### config.mk
export PLATFORM = sky130hd
export DESIGN_NAME = uiaw_core
export DESIGN_NICKNAME = d
export VERILOG_FILES = /design/src/shared/uiaw_pkg.sv /design/src/rtl/uiaw_core.sv
export SDC_FILE = /design/constraint.sdc
export NUM_CORES = 1
export LEC_CHECK = 0
export BUFFER_PORTS_ARGS = -buffer_cell sky130_fd_sc_hd__buf_4
export CORE_MARGIN = 2
export CORE_UTILIZATION = 35
export DETAILED_ROUTE_END_ITERATION = 16
export SETUP_SLACK_MARGIN = 0.1
export SLEW_MARGIN = 40
export SYNTH_ARGS = -nofsm -noshare
export SYNTH_HDL_FRONTEND = slang
export SYNTH_SLANG_ARGS = --single-unit
export TNS_END_PERCENT = 20
### constraint.sdc
create_clock -name CLK -period 4.25 [get_ports CLK]
set_input_delay 0.85 -clock CLK [delete_from_list [all_inputs] [get_ports CLK]]
set_output_delay 0.85 -clock CLK [all_outputs]
set_load 0.02 [all_outputs]
### src/shared/uiaw_pkg.sv
// Package of constants and register map for the port interrupt/wake block
package uiaw_pkg;
  // ************************************************************
  // Register offsets (byte addresses)
  // ************************************************************
  localparam logic [7:0] UIAW_OFF_STATUS = 8'h00;
  localparam logic [7:0] UIAW_OFF_CTRL1  = 8'h04;
  localparam logic [7:0] UIAW_OFF_CTRL2  = 8'h08;
  localparam logic [7:0] UIAW_OFF_DATA   = 8'h0C;
  localparam logic [7:0] UIAW_OFF_BAUD   = 8'h10;
  localparam logic [7:0] UIAW_OFF_SYS    = 8'h14;
  // ************************************************************
  // Field positions
  // ************************************************************
  // Status
  localparam int ST_PARITY_ERROR_FLAG  = 0;
  localparam int ST_FRAMING_ERROR_FLAG  = 1;
  localparam int ST_OERR  = 2;
  localparam int ST_RECEIVE_DATA_FLAG  = 3;
  localparam int ST_TIDLE = 4;
  localparam int ST_TXIF  = 5;
  localparam int ST_AWAKE = 6;
  // Control one
  localparam int C1_EN    = 7;
  localparam int C1_NINE  = 6;
  localparam int C1_PARITY_ENABLE  = 5;
  localparam int C1_ODD   = 4;
  localparam int C1_TWOST = 3;
  // Control two
  localparam int C2_TXEN  = 7;
  localparam int C2_RECEIVER_ON  = 6;
  localparam int C2_ADDRESS_DETECT_ENABLE = 3;
  localparam int C2_WAKE  = 2;
  localparam int C2_RIE   = 1;
  localparam int C2_TIIE  = 0;
  localparam int C2_TEIE  = 4;
  // System control
  localparam int SY_EMI   = 0;
  localparam int SY_PRI   = 1;
  localparam int SY_PIE   = 2;
  localparam int SY_CLKON = 3;
  localparam int SY_PDN   = 4;
  // ************************************************************
  // Reset values and timing
  // ************************************************************
  localparam logic [7:0] UIAW_CTRL_RST = 8'h00;
  localparam logic [7:0] UIAW_SYS_RST  = 8'h08;
  localparam logic [7:0] UIAW_BAUD_RST = 8'h00;
  localparam int UIAW_SETTLE_NS   = 160;
  localparam int UIAW_CLK_MHZ     = 100;
  localparam int UIAW_SETTLE_CYC  = (UIAW_SETTLE_NS * UIAW_CLK_MHZ) / 1000;
endpackage : uiaw_pkg

### src/rtl/uiaw_core.sv
// Interrupt, error flag, address detect and wake logic of the serial port
`timescale 1ns/1ps
module uiaw_core
  import uiaw_pkg::*;
#(
  parameter int SETTLE = UIAW_SETTLE_CYC
) (
  input  wire logic        CLK,
  input  wire logic        RST_B,
  input  wire logic        PSEL,
  input  wire logic        PENABLE,
  input  wire logic        PWRITE,
  input  wire logic [7:0]  PADDR,
  input  wire logic [31:0] PWDATA,
  output logic      [31:0] PRDATA,
  output logic             PREADY,
  output logic             PSLVERR,
  input  wire logic        RX_WORD_DONE,
  input  wire logic [8:0]  RX_WORD,
  input  wire logic        RX_PARITY_BIT,
  input  wire logic [1:0]  RX_STOP_BITS,
  input  wire logic        RX_OVERRUN,
  input  wire logic        TX_EMPTY_EV,
  input  wire logic        TX_IDLE_EV,
  input  wire logic        RX_LINE,
  input  wire logic        STACK_FULL,
  output logic             IRQ_B,
  output logic             XFER_RUN,
  output logic             WAKE_UP
);
  // ************************************************************
  // Registers
  // ************************************************************
  logic [7:0] status_q, ctrl1_q, ctrl2_q, baud_q, sys_q;
  logic [8:0] data_q;
  logic       stat_seen_q, rx_line_q, settle_on_q, armed_q, pend_q;
  logic [15:0] settle_q;
  logic [31:0] prdata_q;
  logic        irq_b_q;

  wire access  = PSEL && PENABLE;
  wire wr      = access && PWRITE;
  wire rd      = access && !PWRITE;
  wire clk_on  = sys_q[SY_CLKON];
  wire settled = !settle_on_q;
  wire irq_gate = sys_q[SY_EMI] && sys_q[SY_PRI] && sys_q[SY_PIE] &&
                  !STACK_FULL;

  // Parity of the received word, selected type
  function automatic logic par_bad(input logic [8:0] w, input logic nine,
                                   input logic odd, input logic pb);
    logic p;
    p = nine ? ^w : ^w[7:0];
    par_bad = (p ^ pb) != odd;
  endfunction : par_bad

  // Receive word is taken only with clock running and settled
  wire rx_ok = RX_WORD_DONE && clk_on && settled;
  wire top_bit = ctrl1_q[C1_NINE] ? RX_WORD[8] : RX_WORD[7];
  wire sa_rd = rd && PADDR == UIAW_OFF_STATUS;
  wire da_rd = rd && PADDR == UIAW_OFF_DATA;
  wire clr_rx = da_rd && stat_seen_q;
  wire clr_tx = wr && PADDR == UIAW_OFF_DATA && stat_seen_q;

  // ************************************************************
  // APB slave
  // ************************************************************
  // Zero wait states; unmapped reads return zero, with error only above UIAW_OFF_SYS
  always_ff @(posedge CLK) begin
    if (!RST_B) begin
      prdata_q <= 32'h00000000;
    end else if (PSEL && !PENABLE && !PWRITE) begin
      unique case (PADDR)
        UIAW_OFF_STATUS: prdata_q <= {24'h000000, status_q};
        UIAW_OFF_CTRL1:  prdata_q <= {24'h000000, ctrl1_q};
        UIAW_OFF_CTRL2:  prdata_q <= {24'h000000, ctrl2_q};
        UIAW_OFF_DATA:   prdata_q <= {23'h000000, data_q};
        UIAW_OFF_BAUD:   prdata_q <= {24'h000000, baud_q};
        UIAW_OFF_SYS:    prdata_q <= {24'h000000, sys_q};
        default:         prdata_q <= 32'h00000000;
      endcase
    end
  end
  assign PRDATA  = prdata_q;
  assign PREADY  = 1'b1;
  assign PSLVERR = access && PADDR > UIAW_OFF_SYS;

  // Control registers; power down touches none of them
  always_ff @(posedge CLK) begin
    if (!RST_B) begin
      ctrl1_q <= UIAW_CTRL_RST;
      ctrl2_q <= UIAW_CTRL_RST;
      baud_q  <= UIAW_BAUD_RST;
      sys_q   <= UIAW_SYS_RST;
    end else if (wr) begin
      if (PADDR == UIAW_OFF_CTRL1) ctrl1_q <= PWDATA[7:0];
      if (PADDR == UIAW_OFF_CTRL2) ctrl2_q <= PWDATA[7:0];
      if (PADDR == UIAW_OFF_BAUD)  baud_q  <= PWDATA[7:0];
      if (PADDR == UIAW_OFF_SYS)   sys_q   <= PWDATA[7:0];
    end
  end

  // Status read arms the clear sequence for flags
  always_ff @(posedge CLK) begin
    if (!RST_B) begin
      stat_seen_q <= 1'b0;
    end else if (sa_rd) begin
      stat_seen_q <= 1'b1;
    end else if (clr_rx || clr_tx) begin
      stat_seen_q <= 1'b0;
    end
  end

  // ************************************************************
  // Receive data and status flags
  // ************************************************************
  // Data held; only a new word changes it
  always_ff @(posedge CLK) begin
    if (!RST_B) begin
      data_q <= 9'h000;
    end else if (rx_ok) begin
      data_q <= RX_WORD;
    end
  end

  // Flags are read-only; set wins over the access clear
  always_ff @(posedge CLK) begin
    if (!RST_B) begin
      status_q <= 8'h30;
    end else begin
      if (clr_rx) begin
        status_q[ST_PARITY_ERROR_FLAG] <= 1'b0;
        status_q[ST_FRAMING_ERROR_FLAG] <= 1'b0;
        status_q[ST_OERR] <= 1'b0;
        status_q[ST_RECEIVE_DATA_FLAG] <= 1'b0;
      end
      if (clr_tx) begin
        status_q[ST_TXIF]  <= 1'b0;
        status_q[ST_TIDLE] <= 1'b0;
      end
      if (rx_ok) begin
        status_q[ST_RECEIVE_DATA_FLAG] <= 1'b1;
        if (ctrl1_q[C1_PARITY_ENABLE] &&
            par_bad(RX_WORD, ctrl1_q[C1_NINE], ctrl1_q[C1_ODD],
                    RX_PARITY_BIT))
          status_q[ST_PARITY_ERROR_FLAG] <= 1'b1;
        if (!RX_STOP_BITS[0] ||
            (ctrl1_q[C1_TWOST] && !RX_STOP_BITS[1]))
          status_q[ST_FRAMING_ERROR_FLAG] <= 1'b1;
      end
      if (RX_OVERRUN && clk_on && settled) status_q[ST_OERR] <= 1'b1;
      if (TX_EMPTY_EV && clk_on) status_q[ST_TXIF]  <= 1'b1;
      if (TX_IDLE_EV && clk_on)  status_q[ST_TIDLE] <= 1'b1;
      status_q[ST_AWAKE] <= settle_on_q;
      status_q[7] <= 1'b0;
    end
  end

  // ************************************************************
  // Power down and wake
  // ************************************************************
  // Arm on entry to power down with clock off
  always_ff @(posedge CLK) begin
    if (!RST_B) begin
      armed_q <= 1'b0;
    end else if (sys_q[SY_PDN] && !clk_on && !armed_q && !settle_on_q) begin
      armed_q <= ctrl2_q[C2_WAKE] && ctrl1_q[C1_EN] && ctrl2_q[C2_RECEIVER_ON] &&
                 ctrl2_q[C2_RIE];
    end else if (clk_on || WAKE_UP) begin
      armed_q <= 1'b0;
    end
  end

  // Receive line history for falling edge
  always_ff @(posedge CLK) begin
    if (!RST_B) rx_line_q <= 1'b1;
    else        rx_line_q <= RX_LINE;
  end
  wire fall = rx_line_q && !RX_LINE;

  // Wake pulse and settling counter
  always_ff @(posedge CLK) begin
    if (!RST_B) begin
      WAKE_UP     <= 1'b0;
      settle_on_q <= 1'b0;
      settle_q    <= 16'h0000;
    end else begin
      WAKE_UP <= armed_q && fall && !WAKE_UP;
      if (WAKE_UP) begin
        settle_on_q <= 1'b1;
        settle_q    <= 16'(SETTLE);
      end else if (settle_on_q) begin
        if (settle_q <= 16'h0001) settle_on_q <= 1'b0;
        settle_q <= settle_q - 16'h0001;
      end
    end
  end

  // Wake interrupt deferred until settled
  always_ff @(posedge CLK) begin
    if (!RST_B) begin
      pend_q <= 1'b0;
    end else if (WAKE_UP && ctrl2_q[C2_RIE]) begin
      pend_q <= 1'b1;
    end else if (settled) begin
      pend_q <= 1'b0;
    end
  end

  // Transfer runs only while clock present
  always_ff @(posedge CLK) begin
    if (!RST_B) XFER_RUN <= 1'b0;
    else        XFER_RUN <= clk_on && ctrl1_q[C1_EN];
  end

  // ************************************************************
  // Interrupt request
  // ************************************************************
  logic ev_rx, ev_or, ev_te, ev_ti, ev_ad, ev_wk, any_ev;
  always_comb begin
    // Address detect filters data-available
    ev_rx = rx_ok && ctrl2_q[C2_RIE] &&
            (!ctrl2_q[C2_ADDRESS_DETECT_ENABLE] || top_bit);
    ev_or = RX_OVERRUN && clk_on && settled && ctrl2_q[C2_RIE];
    ev_te = TX_EMPTY_EV && clk_on && ctrl2_q[C2_TEIE];
    ev_ti = TX_IDLE_EV && clk_on && ctrl2_q[C2_TIIE];
    ev_ad = rx_ok && ctrl2_q[C2_ADDRESS_DETECT_ENABLE] && top_bit;
    ev_wk = pend_q && settled;
    any_ev = ev_rx || ev_or || ev_te || ev_ti || ev_ad || ev_wk;
  end

  // One-cycle low pulse per cycle with any event, gated by enables; events in the same cycle share one pulse
  always_ff @(posedge CLK) begin
    if (!RST_B) irq_b_q <= 1'b1;
    else        irq_b_q <= !(any_ev && irq_gate);
  end
  assign IRQ_B = irq_b_q;

  // ************************************************************
  // Checks
  // ************************************************************
  a_irq_pulse_one: assert property (@(posedge CLK) disable iff (!RST_B)
    !IRQ_B |=> IRQ_B || $past(any_ev))
    else $error("irq low without event");
  a_irq_gated: assert property (@(posedge CLK) disable iff (!RST_B)
    !IRQ_B |-> $past(irq_gate))
    else $error("irq while disabled");
  a_parity_set: assert property (@(posedge CLK) disable iff (!RST_B)
    rx_ok && !ctrl1_q[C1_PARITY_ENABLE] && !status_q[ST_PARITY_ERROR_FLAG] && !clr_rx
    |=> !status_q[ST_PARITY_ERROR_FLAG])
    else $error("parity flag with parity off");
  a_frame_set: assert property (@(posedge CLK) disable iff (!RST_B)
    rx_ok && !RX_STOP_BITS[0] |=> status_q[ST_FRAMING_ERROR_FLAG])
    else $error("framing flag missed");
  a_addr_filter: assert property (@(posedge CLK) disable iff (!RST_B)
    rx_ok && ctrl2_q[C2_ADDRESS_DETECT_ENABLE] && !top_bit && !ev_or && !ev_te &&
    !ev_ti && !ev_wk |=> IRQ_B)
    else $error("data irq without address bit");
  a_rx_irq: assert property (@(posedge CLK) disable iff (!RST_B)
    rx_ok && !ctrl2_q[C2_ADDRESS_DETECT_ENABLE] && ctrl2_q[C2_RIE] && irq_gate
    |=> !IRQ_B)
    else $error("data irq missed");
  a_settle_quiet: assert property (@(posedge CLK) disable iff (!RST_B)
    settle_on_q && RX_WORD_DONE |=> $stable(data_q))
    else $error("data taken while settling");
  a_wake_hold: assert property (@(posedge CLK) disable iff (!RST_B)
    settle_on_q |-> !ev_wk)
    else $error("wake irq before settling");
  a_flag_kept: assert property (@(posedge CLK) disable iff (!RST_B)
    status_q[ST_RECEIVE_DATA_FLAG] && !clr_rx |=> status_q[ST_RECEIVE_DATA_FLAG])
    else $error("flag lost without clear");
  a_wake_pulse: assert property (@(posedge CLK) disable iff (!RST_B)
    armed_q && fall && !WAKE_UP |=> WAKE_UP ##1 settle_on_q)
    else $error("wake missed");
  c_rx_irq:   cover property (@(posedge CLK) ev_rx && irq_gate);
  c_addr:     cover property (@(posedge CLK) ev_ad && irq_gate);
  c_wake_irq: cover property (@(posedge CLK) ev_wk && irq_gate);
  c_tx_irq:   cover property (@(posedge CLK) ev_te && irq_gate);
endmodule : uiaw_core

==> run metrics, run 1 <==
setup violators final 0; Yosys warnings 0; post-synthesis sequential area ratio about 40%; GRT Residual Overflow 0; Worst-Margin Slew 0.865 ns; Period Utilization, post-route between 60% and 70%; Yosys top cell by area dfxtp_1; via count 3,081; critical path's slowest cell buf_4; cts bufs inserted 9; CTS Buffer Depth 2; mapped cell area 0.00402 mm^2; pwr/cell area 365 mW/mm^2; Avg Cell Area, Syn 9.55 um^2; cts repair resizes 0; Static Leak 1.78 nW; most used cell, CP buf_4; Clock transition at path regs 0.06 ns; first-pass detailed-route iteration total 4; pin count of the biggest net entering global routing between 60 and 70; max-slew violation count 0; CP Capture Type output pin; GR Util All Layers 15.6%; crit path cell chain buf_4, inv_1, nor2_1, o21ai_0, a21oi_1, buf_4; Synth top cells by count 81 x dfxtp_1, 42 x mux2i_1, 36 x nand2_1, 36 x nor2b_1; initial antenna violation count 0; Netlist cell types 51; vias in the first global route 3,017; Total Die Area 0.0124 mm^2; Fill cells 1,129; routing usage on met1 20.8%; DR iter-0 viols about 170; Worst path max stage delay 0.36 ns; Worst Path Max Fanout 27; EDFF count, synth 0; mux cell area share after synthesis 14.4%; layout cell share with drive strength beyond 1 18.4%; Psw between 0.4 and 0.5 mW; CTS sink cnt 81; Clock Latency Late Sink 0.33 ns; worst ir drop on vdd 154 uV; Ant. Diodes 0; die height between 100 and 150 um; hold buffer count at CTS 0; f_max 348 MHz; Hold Path Class reg2reg; combinational group share of total power 9.0%; final core occ 41.7%; Critical Setup Path Class in2out; Final Skew about 0.0058 ns; max-cap violations 0; Slew headroom 41.9%; Die X 111 um; combinational family with the most area after synthesis simple AND/OR/NAND/NOR gates; top_reg_cell synth dfxtp_1; RSZ-0062 raised after global routing false; Synth Area in Adders 0.623%; Final #Nets 528; Starting Density 35.5%; Period minus WS final 2.87 ns; met2 Usage GRT around a quarter; FP Rows 39; Area Overhead vs Synth 17.4%; simple-gate share of the synthesized area 22.0%; Post-CTS Setup Inserts 0; Post-Synthesis Cells 421; Final Hold Fails 0; H-tree levels 3; Sw Ratio 23.7%; cell-internal power 1.31 mW; Worst Path Required between 3 and 4 ns; dpl hpwl 6830 um; crit path DAT 2.02 ns; CP startpoint kind input port; global-route wire length before repair approximately 15,000 um; Core Area 0.0113 mm^2; Synth top area share 40.3%; complex-gate fraction of the synthesized area 10.2%; ANT nets after route 0; GP Congestion around 0.82; clk root buf clkbuf_16; top-count cell post-synth dfxtp_1; IO Pins 100; CTS tree done; register bit count reported by yosys 81; sequential share of power 45.1%; Synth async-reset ratio 0%; XOR/XNOR Fraction of Synth Area 4.70%; met3 usage 3.17%; ranking of synthesized cells by area dfxtp_1 40%, mux2i_1 10%, nor2b_1 5.6%, buf_4 4.7%, nand2_1 3.4%; # port buffers 51; average wire per standard cell 15.7 um; Setup TNS 0 ns; drt drc 0; drt total wl 9590 um; most crowded layer after global routing met2; DR vias/cell just over 5; status completed; power share of the clock group 45.9%
==> kinds of logic after synthesis <==
family                   Yosys count
AO/OA/AOI/OAI                     60
XOR/XNOR                          20
flip-flops                        81
adder cells (fa/ha/maj)            2
buffers and inverters             52
AND/OR/NAND/NOR                  151
other                              2
multiplexers                      53
==> layout make-up <==
type	instances	area, um^2	share of cell area (%)
repair buffers	53	402	8.51
multi-input cells	310	2170	46.1
well taps	143	179	3.79
clock inverters	6	72.6	1.54
flip-flops and latches	81	1620	34.4
inverters	8	30.0	0.636
clock buffers	10	239	5.06
==> layout by cell type (no fill, tap or decap), types with 3 or more instances in the layout <==
cell / Yosys / routed
nand4_1: 4 / 4
nand2b_1: 3 / 3
xnor2_1: 13 / 13
nor2_1: 25 / 25
o22ai_1: 4 / 4
mux2i_1: 42 / 42
nor3_1: 6 / 6
dfxtp_1: 81 / 81
xor2_1: 6 / 6
conb_1: 2 / 24
nand2_1: 36 / 36
clkbuf_16: 0 / 9
a21boi_0: 11 / 11
or3_1: 3 / 3
mux2_2: 8 / 8
mux4_2: 3 / 3
a21oi_1: 10 / 10
inv_6: 0 / 3
o31ai_1: 4 / 4
nor2b_1: 36 / 36
a221oi_1: 8 / 8
nand3_1: 6 / 6
o211ai_1: 4 / 4
nor4_1: 4 / 4
nor4_4: 4 / 4
or4_1: 5 / 5
o21ai_0: 11 / 11
nor4b_1: 4 / 4
inv_1: 8 / 8
buf_4: 25 / 52
==> layer usage <==
layer	vias up	part of all wire, %
met5	-	0
met4	0	1.4
met1	1455	47
li1	1526	-
met3	10	5.2
met2	90	47
==> through the flow <==
stage	cell area [um^2]	instances	power, mW	worst slack (ns)	hold WS, ns
2_1_floorplan	4100	443	0.905	1.40	0.407
3_3_place_gp	4400	594	0.948	1.33	0.423
3_5_place_dp	4400	594	0.948	1.30	0.426
4_1_cts	4710	610	1.74	1.41	0.437
5_1_grt	4720	611	1.79	1.27	0.471
6_report	4720	611	1.72	1.38	0.429
==> worst paths after layout <==
kind                             startpoint      endpoint  slack [ns]  depth (start not counted)
worst max-delay path               PADDR[2]       PSLVERR        1.38                          6
worst min-delay path              rx_line_q       WAKE_UP        0.43                          2
worst max register to register  settle_on_q  settle_q[13]        2.10                          4
worst min register to register    rx_line_q       WAKE_UP        0.43                          2
==> state kept, by name (all words and copies together) (netlist names) <==
name / flops
IRQ_B: 1
PRDATA: 9
WAKE_UP: 1
XFER_RUN: 1
armed_q: 1
baud_q: 8
ctrl1_q: 8
ctrl2_q: 8
data_q: 9
pend_q: 1
rx_line_q: 1
settle_on_q: 1
settle_q: 16
stat_seen_q: 1
status_q: 7
sys_q: 8
==> power groups by stage <==
stage	clock network, mW	registers (mW)	logic (mW)
finish	0.791	0.777	0.155
global route	0.845	0.777	0.167
CTS	0.807	0.776	0.156
detailed placement	0	0.794	0.155
global placement	0	0.794	0.154
floorplan	0	0.795	0.109
==> worst max-delay path: cells and delay by family <==
kind                   cells  cell delay, ns
AOI/OAI and AO/OA          2            0.24
buffers and inverters      3            0.77
and+or+nand+nor            1            0.14
(Power assumes the default switching activity.)
==> run 2, diff against run 1 <==
==> constraint.sdc (replaced) <==
create_clock -name CLK -period 2.8 [get_ports CLK]
set_input_delay 0.56 -clock CLK [delete_from_list [all_inputs] [get_ports CLK]]
set_output_delay 0.56 -clock CLK [all_outputs]
set_load 0.02 [all_outputs]
==> run 2 against run 1 <==
Compared with the run above:
- combinational power grew 53%
- clock power rose by 35%
- critical path type unchanged
- critical path depth unchanged
- critical endpoint unchanged
- largest power group is now sequential cells
==> run metrics, run 2 (synthesis results as in run 1) <==
status completed (unchanged); ANT nets after route 0 (unchanged); R2R Path Start settle_on_q (unchanged); Starting Density 35.5% (unchanged); Top reg by flops settle_q (unchanged); Final #Nets 534 (was 528); cell-internal power 1.87 mW (was 1.31 mW); Worst Path Max Fanout 27 (unchanged); Die X 111 um (unchanged); # port buffers 51 (unchanged); Psw 0.613 mW (was 0.408 mW); Clock transition at path regs 0.06 ns (about the same); Core Area 0.0113 mm^2 (unchanged); IO Pins 100 (unchanged); Static Leak 1.80 nW (was 1.78 nW); Worst path max stage delay 0.36 ns (about the same); CP Capture Type output pin (unchanged); global-route wire length before repair 15,500 um (was 15,400 um); DP Cell Count 601 (was 594); CTS Buffer Depth 2 (unchanged); cts repair resizes 0 (unchanged); DR vias/cell 5.04 (about the same); WHS Path Cells 2 (unchanged); setup violators final 0 (unchanged); Slew headroom 51.6% (was 41.9%); GR Util All Layers 15.9% (was 15.6%); fin cells 617 (was 611); Hold Path Class in2reg (was reg2reg); Final Hold Fails 0 (unchanged); DR iter-0 viols 170 (was 165); Area Overhead vs Synth 17.5% (was 17.4%); initial antenna violation count 0 (unchanged); drt total wl 9760 um (was 9590 um); Critical Setup Path Class in2out (unchanged); die height 111 um (unchanged); Worst R2R Setup Slack 0.67 ns (was 2.10 ns); Setup WS pre-CTS 0.375 ns (was 1.30 ns); H-tree levels 3 (unchanged); Post-CTS Setup Inserts 0 (unchanged); Final Skew 0.00983 ns (was 0.00582 ns); cts bufs inserted 9 (unchanged); Sw Ratio 24.7% (was 23.7%); pin count of the biggest net entering global routing 67 (was 68); layout cell share with drive strength beyond 1 19.4% (was 18.4%); CP startpoint kind input port (unchanged); combinational group share of total power 9.5% (was 9.0%); Total Die Area 0.0124 mm^2 (unchanged); FF-to-FF path depth 4 (unchanged); most frequent cells in the layout 81 x dfxtp_1, 59 x buf_4, 42 x mux2i_1 (was 81 x dfxtp_1, 52 x buf_4, 42 x mux2i_1); pwr/cell area 526 mW/mm^2 (was 365 mW/mm^2); FP Rows 39 (unchanged); Period Utilization, post-route 80.6%; Worst Hold Launch RX_LINE (was rx_line_q); GP Congestion 0.823 (was 0.825); Worst-Margin Slew 0.719 ns (was 0.865 ns); Period minus WS final between 2 and 2.5 ns; Setup TNS 0 ns (unchanged); drt drc 0 (unchanged); commonest non-fill, non-tap cell in the layout dfxtp_1 (unchanged); max-slew violation count 0 (unchanged); worst ir drop on vdd 276 uV (was 154 uV); most used cell, CP buf_4 (unchanged); Worst Path Required 2.24 ns (was 3.40 ns); max-cap violations 0 (unchanged); vias in the first global route 3,062 (was 3,017); via count 3,107 (was 3,081); GRT Residual Overflow 0 (unchanged); hold buffer count at CTS 0 (unchanged); R2R Path End settle_q[13] (unchanged); RSZ-0062 raised after global routing false (unchanged); f_max 443 MHz; Ant. Diodes 0 (unchanged); post-route setup slack 0.544 ns (was 1.38 ns); Worst Hold Path EP WAKE_UP (unchanged); average wire per standard cell 15.8 um (was 15.7 um); Largest register FFs 16 (unchanged); crit path DAT 1.70 ns (was 2.02 ns); CTS tree done (unchanged); Clock Latency Late Sink 0.34 ns (was 0.33 ns); dpl hpwl 6980 um (was 6830 um); CTS sink cnt 81 (unchanged); first-pass detailed-route iteration total 4 (unchanged); clk root buf clkbuf_16 (unchanged); power share of the clock group 42.9% (was 45.9%); crit path cell chain buf_4, inv_1, nor2_1, o21ai_0, a21oi_1, buf_4 (unchanged); critical path's slowest cell buf_4 (unchanged); sequential share of power 47.5% (was 45.1%)
==> run 2: cell count changes in the layout (fill, tap and decap cells not counted) <==
cell and delta:
bufinv_16 -1, buf_6 -1, buf_4 +7, clkbuf_8 -1
clkinv_2 +3, clkinv_4 +1, clkinvlp_4 +1, inv_6 -3
==> run 2: layout make-up <==
cell class	count	area [um^2]
fillers	1142	6600
multi-input cells	310	2170
flip-flops and latches	81	1620
repair buffers	59	443
clock buffers	9	225
well taps	143	179
clock inverters	7	47.5
inverters	8	30.0
==> run 2: worst max-delay path: cells and delay by family <==
kind	cells	cell delay [ns]
AOI/OAI and AO/OA	2	0.24
buffers and inverters	3	0.75
and+or+nand+nor	1	0.14
==> run 2: worst max-delay path by stage <==
| stage | cells past startpoint | endpoint | startpoint |
|---|---|---|---|
| 3_3_place_gp | 6 | ctrl2_q[6] | PADDR[4] |
| 2_1_floorplan | 5 | PSLVERR | PADDR[2] |
| 4_1_cts | 6 | PSLVERR | PADDR[2] |
| 6_report | 6 | PSLVERR | PADDR[2] |
| 3_5_place_dp | 6 | ctrl2_q[0] | PADDR[4] |
| 5_1_grt | 6 | PSLVERR | PADDR[2] |
==> run 2: per-stage QoR <==
stage / hold WS [ns] / utilization [%] / total power, mW / area, um^2
2_1_floorplan: 0.407 / - / 1.37 / 4100
3_3_place_gp: 0.422 / 39.3 / 1.44 / 4450
3_5_place_dp: 0.420 / 39.3 / 1.44 / 4450
4_1_cts: 0.380 / 41.7 / 2.51 / 4720
5_1_grt: 0.381 / 41.7 / 2.58 / 4720
6_report: 0.390 / 41.7 / 2.48 / 4720
==> run 2: power by group through the flow <==
stage | Clock (mW) | Sequential (mW) | Combinational, mW
2_1_floorplan | 0 | 1.21 | 0.166
3_3_place_gp | 0 | 1.20 | 0.235
3_5_place_dp | 0 | 1.21 | 0.237
4_1_cts | 1.10 | 1.18 | 0.238
5_1_grt | 1.15 | 1.18 | 0.255
6_report | 1.07 | 1.18 | 0.237
==> run 2: layer usage <==
metal	global-route usage [%]	share of wire [%]	vias up
met1	19.9	45	1487
met3	3.88	4.8	15
met2	26.6	48	76
li1	-	-	1529
met5	0	0	-
met4	5.76	1.9	0
